`config.mk`:
```
export PLATFORM = sky130hd
export DESIGN_NAME = tec_timer
export DESIGN_NICKNAME = d
export VERILOG_FILES = /design/src/verilog/tec_pkg.sv /design/src/verilog/tec_pin_if.sv /design/src/verilog/tec_edge_det.sv /design/src/verilog/tec_timer.sv
export SDC_FILE = /design/constraint.sdc
export NUM_CORES = 1
export LEC_CHECK = 0
export ABC_AREA = 1
export ABC_CLOCK_PERIOD_IN_PS = 1400
export BUFFER_PORTS_ARGS = -buffer_cell sky130_fd_sc_hd__buf_4
export CORE_ASPECT_RATIO = 2
export CORE_MARGIN = 4
export CORE_UTILIZATION = 49
export CTS_CLUSTER_SIZE = 20
export DETAILED_ROUTE_END_ITERATION = 6
export PLACE_DENSITY = 0.76
export SYNTH_ARGS = -nofsm -noshare
export SYNTH_HDL_FRONTEND = slang
export SYNTH_SLANG_ARGS = --single-unit
export TNS_END_PERCENT = 20
```
`constraint.sdc`:
```
create_clock -name aclk -period 1.4 [get_ports aclk]
set_clock_uncertainty 0.05 [all_clocks]
set_input_delay 0.21 -clock aclk [delete_from_list [all_inputs] [get_ports aclk]]
set_output_delay 0.21 -clock aclk [all_outputs]
set_load 0.01 [all_outputs]
```
`src/verilog/tec_pkg.sv`:
```
// Purpose: Shared constants for the 16-bit timer/event counter.
// Assumes: 32-bit AXI4-Lite register bus, one aligned word per register.
// Notes: Register offsets are byte addresses.
package tec_pkg;
    localparam logic [3:0] OFF_COUNT = 4'h0;
    localparam logic [3:0] OFF_CMPA = 4'h4;
    localparam logic [3:0] OFF_MODE = 4'h8;
    localparam logic [3:0] OFF_CAPCTL = 4'hc;
    localparam logic [15:0] COUNT_RST = 16'h0000;
    localparam logic [15:0] CMPA_RST = 16'h0000;
    localparam logic [1:0] RUN_STOP = 2'h0;
    localparam logic [1:0] RUN_FREE = 2'h1;
    localparam logic [1:0] RUN_CLR_EDGE = 2'h2;
    localparam logic [1:0] RUN_CLR_MATCH = 2'h3;
    localparam logic [1:0] EDGE_FALL = 2'h0;
    localparam logic [1:0] EDGE_RISE = 2'h1;
    localparam logic [1:0] EDGE_BOTH = 2'h3;
    localparam int MODE_RUN_LSB = 2;
    localparam int MODE_EA_LSB = 4;
    localparam int MODE_EB_LSB = 6;
    localparam int CAP_SEL_BIT = 0;
    localparam int CAP_SRC_BIT = 1;
    localparam int OUT_EN_BIT = 8;
    localparam logic [1:0] RESP_OKAY = 2'h0;
    localparam logic [1:0] RESP_SLVERR = 2'h2;
endpackage

```
`src/verilog/tec_pin_if.sv`:
```
// Purpose: Carries one synchronised timer pin and its edge strobes.
// Assumes: All signals on aclk.
// Notes: Filled by the edge detector, read by the timer core.
`timescale 1ns/10ps
interface tec_pin_if;
    logic level; // Synchronised pin level.
    logic rise; // One-cycle rising edge strobe.
    logic fall; // One-cycle falling edge strobe.
    modport src (output level, rise, fall);
    modport dst (input level, rise, fall);
endinterface

```
`src/verilog/tec_edge_det.sv`:
```
// Purpose: Two-flop synchroniser with rise and fall detection for one pin.
// Assumes: Pin is asynchronous to aclk.
// Notes: The first flop feeds only the second flop.
`timescale 1ns/10ps
module tec_edge_det (
    input wire logic aclk, // System clock.
    input wire logic aresetn, // Synchronous reset, active low.
    input wire logic pin, // Raw asynchronous pin.
    tec_pin_if.src edge_o // Synchronised level and edges.
);
    logic meta_q;
    logic sync_q;
    logic last_q;

    // Two flops settle the pin, a third remembers the previous level so each edge gives one strobe.
    always_ff @(posedge aclk) begin
        if (!aresetn) begin
            meta_q <= 1'b0;
            sync_q <= 1'b0;
            last_q <= 1'b0;
        end else begin
            meta_q <= pin;
            sync_q <= meta_q;
            last_q <= sync_q;
        end
    end

    // Strobes.
    assign edge_o.level = sync_q;
    assign edge_o.rise = sync_q & ~last_q;
    assign edge_o.fall = ~sync_q & last_q;
endmodule

```
`src/verilog/tec_timer.sv`:
```
// Purpose: 16-bit timer/event counter with one capture/compare register over AXI4-Lite.
// Assumes: aclk at 100 MHz is the count clock; pins are asynchronous.
// Notes: Reads of the counter return a held snapshot.
//
// Behaviour
// Read-only 16-bit counter advances each count clock.
// Counter reads return a coherent held snapshot.
// Reset forces the counter to zero.
// Run mode 00 holds counter at zero.
// Edge-clear mode zeroes counter on input_a edge.
// Match-clear mode zeroes counter on compare match.
// Capture select bit picks compare or capture.
// Compare equality raises the match interrupt.
// Compare register sets interval, 2 to 65536; the code also gives an interval of 1 with a compare value of 0.
// Source select picks input_a or input_b trigger.
// Input_a capture uses opposite edge; both none.
// Input_b capture uses the configured edge.
// Software never writes edge pattern 10.
// Event pulses last sixteen main clocks.
// Measured levels last two main clocks.
// Square wave period is twice the count.
// Pulse output width below period, period bounded.
// Shared pin never input and output together.
// Run mode encoding: stop, free, edge-clear, match-clear.
// Capture copies the counter in the edge cycle.
// Timer pins synchronised before edge detection.
`timescale 1ns/10ps
module tec_timer (
    input wire logic aclk, // System and count clock.
    input wire logic aresetn, // Synchronous reset, active low.
    input wire logic [3:0] s_axi_awaddr, // Write address.
    input wire logic s_axi_awvalid, // Write address valid.
    output logic s_axi_awready, // Write address ready.
    input wire logic [31:0] s_axi_wdata, // Write data.
    input wire logic [3:0] s_axi_wstrb, // Write byte strobes.
    input wire logic s_axi_wvalid, // Write data valid.
    output logic s_axi_wready, // Write data ready.
    output logic [1:0] s_axi_bresp, // Write response.
    output logic s_axi_bvalid, // Write response valid.
    input wire logic s_axi_bready, // Write response ready.
    input wire logic [3:0] s_axi_araddr, // Read address.
    input wire logic s_axi_arvalid, // Read address valid.
    output logic s_axi_arready, // Read address ready.
    output logic [31:0] s_axi_rdata, // Read data.
    output logic [1:0] s_axi_rresp, // Read response.
    output logic s_axi_rvalid, // Read data valid.
    input wire logic s_axi_rready, // Read data ready.
    input wire logic timer_input_a, // Timer input pin a.
    input wire logic timer_input_b, // Timer input pin b.
    output logic timer_output, // Square-wave output.
    output logic timer_output_oen_n, // Output enable, low while driving.
    output logic match_a_interrupt // One-cycle match pulse.
);
    typedef enum logic [1:0] {TEC_W_IDLE = 2'b00, TEC_W_RESP = 2'b01} tec_wstate_t;

    tec_pin_if pin_a ();
    tec_pin_if pin_b ();

    logic [15:0] up_counter_q;
    logic [15:0] capture_compare_reg_a_q;
    logic [1:0] run_mode_q;
    logic [1:0] edge_a_q;
    logic [1:0] edge_b_q;
    logic out_en_q;
    logic reg_a_capture_select_q;
    logic capture_source_select_q;
    logic [15:0] snap_q;
    logic timer_output_q;
    logic match_q;
    tec_wstate_t wstate_q;
    logic aw_got_q;
    logic w_got_q;
    logic [3:0] awaddr_q;
    logic [31:0] wdata_q;
    logic [3:0] wstrb_q;
    logic [1:0] bresp_q;
    logic rvalid_q;
    logic [31:0] rdata_q;
    logic [1:0] rresp_q;
    logic valid_a;
    logic valid_a_cap;
    logic valid_b;
    logic trig;
    logic match;
    logic do_write;
    logic [31:0] rd_word;
    logic rd_ok;

    // Pins pass two flops before any edge logic.
    tec_edge_det u_edge_a (.aclk(aclk), .aresetn(aresetn), .pin(timer_input_a), .edge_o(pin_a));
    tec_edge_det u_edge_b (.aclk(aclk), .aresetn(aresetn), .pin(timer_input_b), .edge_o(pin_b));

    // Valid edges of input a for clearing, and the reversed phase used for capture.
    always_comb begin
        valid_a = 1'b0;
        valid_a_cap = 1'b0;
        case (edge_a_q)
            tec_pkg::EDGE_FALL: begin
                valid_a = pin_a.fall;
                valid_a_cap = pin_a.rise;
            end
            tec_pkg::EDGE_RISE: begin
                valid_a = pin_a.rise;
                valid_a_cap = pin_a.fall;
            end
            tec_pkg::EDGE_BOTH: begin
                valid_a = pin_a.rise | pin_a.fall;
                valid_a_cap = 1'b0;
            end
            default: begin
                valid_a = 1'b0;
                valid_a_cap = 1'b0;
            end
        endcase
    end

    // Input b captures on its configured edge directly.
    always_comb begin
        case (edge_b_q)
            tec_pkg::EDGE_FALL: valid_b = pin_b.fall;
            tec_pkg::EDGE_RISE: valid_b = pin_b.rise;
            tec_pkg::EDGE_BOTH: valid_b = pin_b.rise | pin_b.fall;
            default: valid_b = 1'b0;
        endcase
    end

    // Capture trigger selection; the reserved edge code 10 selects nothing.
    assign trig = reg_a_capture_select_q & (capture_source_select_q ? valid_a_cap : valid_b);
    assign match = ~reg_a_capture_select_q && (run_mode_q != tec_pkg::RUN_STOP)
        && (up_counter_q == capture_compare_reg_a_q);

    // The counter runs whenever the mode is not stop; clears take priority over counting.
    // A counter read only freezes the snapshot, so the live count never loses a clock.
    always_ff @(posedge aclk) begin
        if (!aresetn) begin
            up_counter_q <= tec_pkg::COUNT_RST;
        end else if (run_mode_q == tec_pkg::RUN_STOP) begin
            up_counter_q <= tec_pkg::COUNT_RST;
        end else if (run_mode_q == tec_pkg::RUN_CLR_EDGE && valid_a) begin
            up_counter_q <= tec_pkg::COUNT_RST;
        end else if (run_mode_q == tec_pkg::RUN_CLR_MATCH && up_counter_q == capture_compare_reg_a_q) begin
            up_counter_q <= tec_pkg::COUNT_RST;
        end else begin
            up_counter_q <= up_counter_q + 16'h0001;
        end
    end

    // Snapshot for reads: sampled when the read address is taken.
    always_ff @(posedge aclk) begin
        if (!aresetn) begin
            snap_q <= tec_pkg::COUNT_RST;
        end else begin
            if (s_axi_arvalid && s_axi_arready) begin
                snap_q <= up_counter_q;
            end
        end
    end

    // Capture/compare register: capture wins over a software write in the same cycle.
    always_ff @(posedge aclk) begin
        if (!aresetn) begin
            capture_compare_reg_a_q <= tec_pkg::CMPA_RST;
        end else if (trig) begin
            capture_compare_reg_a_q <= up_counter_q;
        end else if (do_write && awaddr_q == tec_pkg::OFF_CMPA) begin
            if (wstrb_q[0]) capture_compare_reg_a_q[7:0] <= wdata_q[7:0];
            if (wstrb_q[1]) capture_compare_reg_a_q[15:8] <= wdata_q[15:8];
        end
    end

    // Match pulse and square-wave toggle; a period of twice the count.
    always_ff @(posedge aclk) begin
        if (!aresetn) begin
            match_q <= 1'b0;
            timer_output_q <= 1'b0;
        end else begin
            match_q <= match;
            if (run_mode_q == tec_pkg::RUN_STOP) begin
                timer_output_q <= timer_output_q;
            end else if (match) begin
                timer_output_q <= ~timer_output_q;
            end
        end
    end

    assign match_a_interrupt = match_q;
    assign timer_output = timer_output_q;
    // The pin is only driven when enabled; software must not also use it as input a.
    assign timer_output_oen_n = ~out_en_q;

    // Control registers.
    always_ff @(posedge aclk) begin
        if (!aresetn) begin
            run_mode_q <= tec_pkg::RUN_STOP;
            edge_a_q <= tec_pkg::EDGE_FALL;
            edge_b_q <= tec_pkg::EDGE_FALL;
            out_en_q <= 1'b0;
            reg_a_capture_select_q <= 1'b0;
            capture_source_select_q <= 1'b0;
        end else if (do_write) begin
            if (awaddr_q == tec_pkg::OFF_MODE) begin
                if (wstrb_q[0]) begin
                    run_mode_q <= wdata_q[tec_pkg::MODE_RUN_LSB +: 2];
                    edge_a_q <= wdata_q[tec_pkg::MODE_EA_LSB +: 2];
                    edge_b_q <= wdata_q[tec_pkg::MODE_EB_LSB +: 2];
                end
                if (wstrb_q[1]) out_en_q <= wdata_q[tec_pkg::OUT_EN_BIT];
            end else if (awaddr_q == tec_pkg::OFF_CAPCTL) begin
                if (wstrb_q[0]) begin
                    reg_a_capture_select_q <= wdata_q[tec_pkg::CAP_SEL_BIT];
                    capture_source_select_q <= wdata_q[tec_pkg::CAP_SRC_BIT];
                end
            end
        end
    end

    // Write channel: address and data in either order, then one response.
    assign s_axi_awready = (wstate_q == TEC_W_IDLE) && !aw_got_q;
    assign s_axi_wready = (wstate_q == TEC_W_IDLE) && !w_got_q;
    assign do_write = (wstate_q == TEC_W_IDLE) && aw_got_q && w_got_q;
    assign s_axi_bvalid = (wstate_q == TEC_W_RESP);
    assign s_axi_bresp = bresp_q;

    always_ff @(posedge aclk) begin
        if (!aresetn) begin
            wstate_q <= TEC_W_IDLE;
            aw_got_q <= 1'b0;
            w_got_q <= 1'b0;
            awaddr_q <= 4'h0;
            wdata_q <= 32'h0000_0000;
            wstrb_q <= 4'h0;
            bresp_q <= tec_pkg::RESP_OKAY;
        end else begin
            case (wstate_q)
                TEC_W_IDLE: begin
                    if (s_axi_awvalid && s_axi_awready) begin
                        aw_got_q <= 1'b1;
                        awaddr_q <= s_axi_awaddr;
                    end
                    if (s_axi_wvalid && s_axi_wready) begin
                        w_got_q <= 1'b1;
                        wdata_q <= s_axi_wdata;
                        wstrb_q <= s_axi_wstrb;
                    end
                    if (do_write) begin
                        wstate_q <= TEC_W_RESP;
                        aw_got_q <= 1'b0;
                        w_got_q <= 1'b0;
                        if (awaddr_q == tec_pkg::OFF_CMPA || awaddr_q == tec_pkg::OFF_MODE
                            || awaddr_q == tec_pkg::OFF_CAPCTL) begin
                            bresp_q <= tec_pkg::RESP_OKAY;
                        end else begin
                            bresp_q <= tec_pkg::RESP_SLVERR;
                        end
                    end
                end
                default: begin
                    if (s_axi_bready) wstate_q <= TEC_W_IDLE;
                end
            endcase
        end
    end

    // Read decode; the counter word is the live count, held in the read data register when the address is taken.
    always_comb begin
        rd_word = 32'h0000_0000;
        rd_ok = 1'b1;
        if (s_axi_araddr == tec_pkg::OFF_COUNT) begin
            rd_word = {16'h0000, up_counter_q};
        end else if (s_axi_araddr == tec_pkg::OFF_CMPA) begin
            rd_word = {16'h0000, capture_compare_reg_a_q};
        end else if (s_axi_araddr == tec_pkg::OFF_MODE) begin
            rd_word = {23'h000000, out_en_q, edge_b_q, edge_a_q, run_mode_q, 2'h0};
        end else if (s_axi_araddr == tec_pkg::OFF_CAPCTL) begin
            rd_word = {30'h00000000, capture_source_select_q, reg_a_capture_select_q};
        end else begin
            rd_ok = 1'b0;
        end
    end

    assign s_axi_arready = !rvalid_q;
    assign s_axi_rvalid = rvalid_q;
    assign s_axi_rdata = rdata_q;
    assign s_axi_rresp = rresp_q;

    // Read response registered one cycle after the address is taken.
    always_ff @(posedge aclk) begin
        if (!aresetn) begin
            rvalid_q <= 1'b0;
            rdata_q <= 32'h0000_0000;
            rresp_q <= tec_pkg::RESP_OKAY;
        end else if (s_axi_arvalid && s_axi_arready) begin
            rvalid_q <= 1'b1;
            rdata_q <= rd_word;
            rresp_q <= rd_ok ? tec_pkg::RESP_OKAY : tec_pkg::RESP_SLVERR;
        end else if (s_axi_rready) begin
            rvalid_q <= 1'b0;
        end
    end
endmodule
```
==> results.json, run 1 <==
{
  "grt_util_all_layers_pct": 22.3,
  "cts_tree": "done",
  "fp-row-count": 49,
  "cts-root-buf": "clkbuf_16",
  "io_pins": 97,
  "grt_pass1_vias": 4450,
  "synth_largest_area_cell": "dfxtp_1",
  "fin_util_pct": 70.1,
  "wl_um": 12500,
  "synth.distinct_cells": 37,
  "clockBufferDepth": 2,
  "drt-met1-wl_um": 4490,
  "crit_path_cell_trace": "inv_2, ha_4, nand3b_1, nand4_4, buf_6, buf_16, nand3_1, nand2_1, a21oi_1",
  "multi_input_area_um2": 2460,
  "netlist_top_cells_count": "inv_1, nand2_1, dfxtp_1",
  "cp_top_family": "simple AND/OR/NAND/NOR gates",
  "die_w_um": 76.4,
  "p_leak_uw": 0.00259,
  "ys.flop_type": "dfxtp_1",
  "h-tree-depth": 3,
  "pwr-share-seq_pct": 46.3,
  "antennaDiodeCount": 0,
  "maxSlewViolCount": 0,
  "dr.pass1.iters": 5,
  "insertion_delay_ns": 0.35,
  "seq_area_um2": 1880,
  "power_uw": 6080,
  "p_sw_uw": 1400,
  "syn2layout_area_growth_pct": 38.8,
  "synth-seq-cells": 93,
  "netlist.area_leader.share_pct": 40.6,
  "synth_area_per_cell_um2": 7.18,
  "clkPwrFrac_pct": 43.8,
  "synth_edf_count": 0,
  "hold_class": "primary input to flop",
  "rsz0062_at_grt": "yes",
  "viasPerCell": 5.28,
  "r2r_setup_slack_ns": -0.21,
  "die_h_um": 145,
  "p_int_uw": 4680,
  "dr_wl_met3_um": 701,
  "gp_congestion": 0.877,
  "yosys-top-cells-area": "dfxtp_1, inv_1, nand2_1, o21ai_0, nand3_1",
  "antenna_found_initial": 0,
  "top_layer": "met4",
  "cts.clk_slew.worst_paths_ns": 0.06,
  "met2_length_um": 6650,
  "cp-end-kind": "flop",
  "floorplan.core_area_um2": 9070,
  "finalCritPeriodShare_pct": 115,
  "drtIter0Drc": 239,
  "cts_num_sinks": 93,
  "ys_seq_area_share_pct": 40.6,
  "die_area_um2": 11100,
  "max_freq_mhz": 621,
  "synth_most_common_cell": "inv_1",
  "drc": 0,
  "drtAntennaViolNets": 0,
  "gr-total-overflow": 0,
  "grt_pass1_wl_um": 19800,
  "layout-drive-gt1-share_pct": 33.5,
  "cp_slowest_cell": "dfxtp_2",
  "fillCellCount": 694,
  "timing.max_cap.violations": 0,
  "nNetsFinal": 823,
  "peakVddDrop_mv": 0.809,
  "critPathKind": "flop to flop",
  "fin_setup_tns_ns": -4.89,
  "hold_viol": 0,
  "synth_cells": 638,
  "cp.arrival_ns": 1.83,
  "crit_fanout": 7,
  "switching_share_pct": 23.0,
  "port_buffers": 60,
  "ys_async_sr_fraction_pct": 0,
  "fin_crit_ns": 1.61,
  "hpwl_um": 8400,
  "path_buf_inv": 3,
  "status": "finished with violations",
  "wl_per_cell_um": 14.3,
  "grt_max_degree": 37,
  "combinationalPowerShare_pct": 9.9,
  "yosysWarnings": 0,
  "worstPathRequired_ns": 1.62,
  "power_density_nw_per_um2": 956,
  "finalSetupViolCount": 33,
  "max_stage_delay_ns": 0.33,
  "violations": "setup timing",
  "vias": 4600,
  "syn-cell-area_um2": 4580,
  "start_util_pct": 50.5,
  "setup_slack_ns": -0.210,
  "start_kind": "flop",
  "cts_made_buffers": 9
}
## final timing paths
check	cells after the start	to	from
setup / recovery	9	capture_compare_reg_a_q[2]$_SDFFE_PN0P_	u_edge_b.edge_o.level$_SDFF_PN0_
hold / removal	3	awaddr_q[0]$_SDFFE_PN0P_	s_axi_awaddr[0]
setup reg to reg	9	capture_compare_reg_a_q[2]$_SDFFE_PN0P_	u_edge_b.edge_o.level$_SDFF_PN0_
hold reg to reg	2	u_edge_a.edge_o.level$_SDFF_PN0_	u_edge_a.meta_q$_SDFF_PN0_
## layer usage
layer	GRT usage [%]	vias up
li1	-	2276
met3	4.28	44
met4	15.9	0
met2	42.2	175
met1	21.5	2105
met5	0	-
## logic make-up (layout without fill, tap and decap cells)
kind of cell | count (synthesis) | in the layout | synth area share [%]
flip-flops | 93 | 93 | 40.6
XOR/XNOR | 15 | 15 | 2.87
buffers and inverters | 150 | 262 | 14.6
adder cells (fa/ha/maj) | 5 | 5 | 1.37
AO/OA/AOI/OAI | 142 | 142 | 16.9
other | 1 | 18 | 0.0818
AND/OR/NAND/NOR | 232 | 235 | 23.6
## flip-flops by register name (all words and copies together), names as in the netlist, 2 cells and up
| name | cells |
|---|---|
| wdata_q | 16 |
| edge_a_q | 2 |
| wstrb_q | 2 |
| run_mode_q | 2 |
| awaddr_q | 4 |
| capture_compare_reg_a_q | 16 |
| edge_b_q | 2 |
| up_counter_q | 16 |
| s_axi_rdata | 16 |
## power groups by stage
stage / sequential [µW] / clock, µW / combinational, µW
5_1_grt: 2830 / 2800 / 669
3_3_place_gp: 2870 / 0 / 539
6_report: 2810 / 2660 / 602
3_5_place_dp: 2870 / 0 / 559
2_1_floorplan: 2880 / 0 / 323
4_1_cts: 2810 / 2690 / 595
## layout make-up
class	instances	share of cell area [%]
flip-flops and latches	93	29.5
multi-input cells	415	38.7
clock inverters	4	1.10
well taps	102	2.01
repair buffers	138	18.2
inverters	108	6.45
clock buffers	12	4.03
## placed cells by master, fill, tap and decap left out, types with 2 or more instances in the layout
master         synthesis  layout
a21oi_1               48      42
a21oi_2                0       6
a31oi_1                9       9
buf_12                 1       7
buf_4                 19     126
buf_6                  1       2
bufinv_16              0       2
clkbuf_16              0       9
clkbuf_8               0       2
clkinv_2               0       2
conb_1                 1      18
dfxtp_1               93      82
dfxtp_2                0      11
dlygate4sd3_1          0       2
ha_2                   0       2
ha_4                   0       3
inv_1                 98      94
inv_2                  9      12
nand2_1               96      85
nand2_2                4      13
nand2_8                0       3
nand3_1               49      38
nand3_2                4      11
nand3_4                1       6
nand3b_1               2       2
nand4_1                3       3
nor2_1                49      45
nor2_2                16      14
nor2_4                 1       7
nor3_1                 3       3
nor3_2                 2       2
o21ai_0               62      49
o21ai_1                2       5
o21ai_2                2      12
o221ai_1               7       7
o22ai_1                9       9
xor2_1                14      14
## tightest hold or removal path, delay by kind of cell
kind | cells | cell delay (ns)
AO/OA/AOI/OAI | 1 | 0.07
buffers and inverters | 1 | 0.07
AND/OR/NAND/NOR | 1 | 0.07
## timing repair
item                                    CTS  global route
endpoints found under the setup margin   36            56
pin swaps                                30            15
hold endpoints to repair                  2             0
buffers inserted                          5             2
gates resized for setup                  68            32
cloned                                    4             0
hold buffers                              2             0
## per-stage QoR
stage / cell area [µm²] / std cells / hold WS, ns / setup slack, ns
final: 6360 / 872 / 0.0625 / -0.210
after global routing: 6360 / 872 / 0.0888 / -0.262
after CTS: 6230 / 870 / 0.0669 / -0.164
after detailed placement: 5530 / 843 / 0.348 / -0.255
after global placement: 5530 / 843 / 0.343 / -0.193
after floorplan: 4680 / 655 / 0.258 / -0.0827
Power figures use the tool's default switching activity.
==> run 2, diff against run 1 <==
--- a/config.mk
+++ b/config.mk
@@ -6,14 +6,14 @@
 export NUM_CORES = 1
 export LEC_CHECK = 0
 export ABC_AREA = 1
-export ABC_CLOCK_PERIOD_IN_PS = 1400
+export ABC_CLOCK_PERIOD_IN_PS = 1700
 export BUFFER_PORTS_ARGS = -buffer_cell sky130_fd_sc_hd__buf_4
 export CORE_ASPECT_RATIO = 2
 export CORE_MARGIN = 4
-export CORE_UTILIZATION = 49
+export CORE_UTILIZATION = 55
 export CTS_CLUSTER_SIZE = 20
 export DETAILED_ROUTE_END_ITERATION = 6
-export PLACE_DENSITY = 0.76
+export PLACE_DENSITY = 0.8
 export SYNTH_ARGS = -nofsm -noshare
 export SYNTH_HDL_FRONTEND = slang
 export SYNTH_SLANG_ARGS = --single-unit
==> constraint.sdc (replaced) <==
create_clock -name aclk -period 1.7 [get_ports aclk]
set_clock_uncertainty 0.05 [all_clocks]
set_input_delay 0.255 -clock aclk [delete_from_list [all_inputs] [get_ports aclk]]
set_output_delay 0.255 -clock aclk [all_outputs]
set_load 0.01 [all_outputs]
==> results.json, run 2 (same netlist as run 1, synthesis figures left out) <==
{
  "status": "complete, no violations",
  "vias": 4220,
  "fp-row-count": 46,
  "nNetsFinal": 763,
  "drc": 0,
  "finalSetupViolCount": 0,
  "rsz0062_at_grt": "yes",
  "p_sw_uw": 1100,
  "grt_pass1_wl_um": 17300,
  "antenna_found_initial": 0,
  "worstPathRequired_ns": 1.93,
  "viasPerCell": 5.24,
  "cp_top_family": "simple AND/OR/NAND/NOR gates",
  "peakVddDrop_mv": 0.764,
  "hold_viol": 0,
  "floorplan.core_area_um2": 8060,
  "cp.arrival_ns": 1.83,
  "antennaDiodeCount": 0,
  "p_leak_uw": 0.00226,
  "wl_um": 10600,
  "clkPwrFrac_pct": 44.2,
  "hpwl_um": 7980,
  "fin_setup_tns_ns": 0,
  "layout-drive-gt1-share_pct": 20.3,
  "max_freq_mhz": 623,
  "multi_input_area_um2": 2180,
  "cp-end-kind": "flop",
  "combinationalPowerShare_pct": 8.7,
  "gp_congestion": 0.957,
  "dr.pass1.iters": 5,
  "io_pins": 97,
  "power_uw": 4920,
  "power_density_nw_per_um2": 893,
  "final_common_cell": "inv_1",
  "clockBufferDepth": 2,
  "fillCellCount": 717,
  "cts_made_buffers": 9,
  "start_kind": "flop",
  "final_cell_mix": "inv_1, nand2_1, dfxtp_1",
  "cts_resized": 0,
  "h-tree-depth": 3,
  "cts-root-buf": "clkbuf_16",
  "cts_hold_buf": 0,
  "grt_util_all_layers_pct": 21.9,
  "cp_slowest_cell": "dfxtp_1",
  "die_h_um": 137,
  "max_stage_delay_ns": 0.39,
  "insertion_delay_ns": 0.35,
  "whs_ns": 0.0425,
  "wl_per_cell_um": 13.2,
  "r2r_start": "up_counter_q[1]$_SDFF_PP0_",
  "gr-total-overflow": 0,
  "hold_class": "primary input to flop",
  "crit_path_cell_trace": "ha_2, nand3_1, nor2_2, nand3_2, nor2_4, nand3_1, nand2_1, nand2_1, nor2_1",
  "timing.max_cap.violations": 0,
  "post_cts_buffers": 0,
  "hp-start": "timer_input_b",
  "finalCritPeriodShare_pct": 94.4,
  "grt_pass1_vias": 3944,
  "grt_max_degree": 37,
  "maxSlewViolCount": 0,
  "die_area_um2": 9950,
  "cts_tree": "done",
  "critPathKind": "flop to flop",
  "drtIter0Drc": 256,
  "seq_area_um2": 1870,
  "startpoint": "up_counter_q[1]$_SDFF_PP0_",
  "die_w_um": 72.6,
  "start_util_pct": 56.9,
  "p_int_uw": 3820,
  "pwr-share-seq_pct": 47.1,
  "cts.clk_slew.worst_paths_ns": 0.06,
  "port_buffers": 60,
  "fin_crit_ns": 1.61,
  "path_buf_inv": 0,
  "switching_share_pct": 22.4,
  "cts_num_sinks": 93,
  "syn2layout_area_growth_pct": 20.2,
  "crit_fanout": 4,
  "drtAntennaViolNets": 0
}
[run 2: worst paths after layout]
| check | end | slack, ns | depth (start not counted) |
|---|---|---|---|
| hold reg to reg | u_edge_a.edge_o.level$_SDFF_PN0_ | 0.36 | 2 |
| setup reg to reg | up_counter_q[12]$_SDFF_PP0_ | 0.09 | 9 |
| hold / removal | u_edge_b.meta_q$_SDFF_PN0_ | 0.04 | 3 |
| setup / recovery | up_counter_q[12]$_SDFF_PP0_ | 0.09 | 9 |
[run 2: worst min-delay path: cells and delay by family]
kind / cells / cell delay [ns]
buf+inv: 2 / 0.12
simple gates: 1 / 0.04
[run 2: per-stage QoR]
stage	area [µm²]	cells	worst slack [ns]	utilization, %
3_5_place_dp	5120	789	0.0246	63.5
6_report	5510	806	0.0947	68.4
5_1_grt	5510	806	-0.0315	68.4
2_1_floorplan	4650	655	0.0963	-
3_3_place_gp	5120	789	0.106	63.5
4_1_cts	5450	805	0.000543	67.6
[run 2: power groups by stage]
stage / Sequential (µW) / Clock [µW] / Combinational [µW]
after global placement: 2360 / 0 / 412
after detailed placement: 2370 / 0 / 425
after global routing: 2330 / 2290 / 481
after CTS: 2320 / 2190 / 427
after floorplan: 2370 / 0 / 264
final: 2320 / 2170 / 427
[run 2: area by class of cell]
class	count	area share (%)
Sequential cell	93	33.9
Timing Repair Buffer	80	11.1
Tap cell	96	2.18
Multi-Input combinational cell	413	39.5
Clock buffer	12	4.66
Inverter	108	7.36
Clock inverter	4	1.27
[run 2: metal layers]
metal  track usage (%)  share of wire (%)
met5                 0                  0
met2              40.0                 53
met4              9.34                3.0
met3              4.85                6.2
met1              23.5                 37
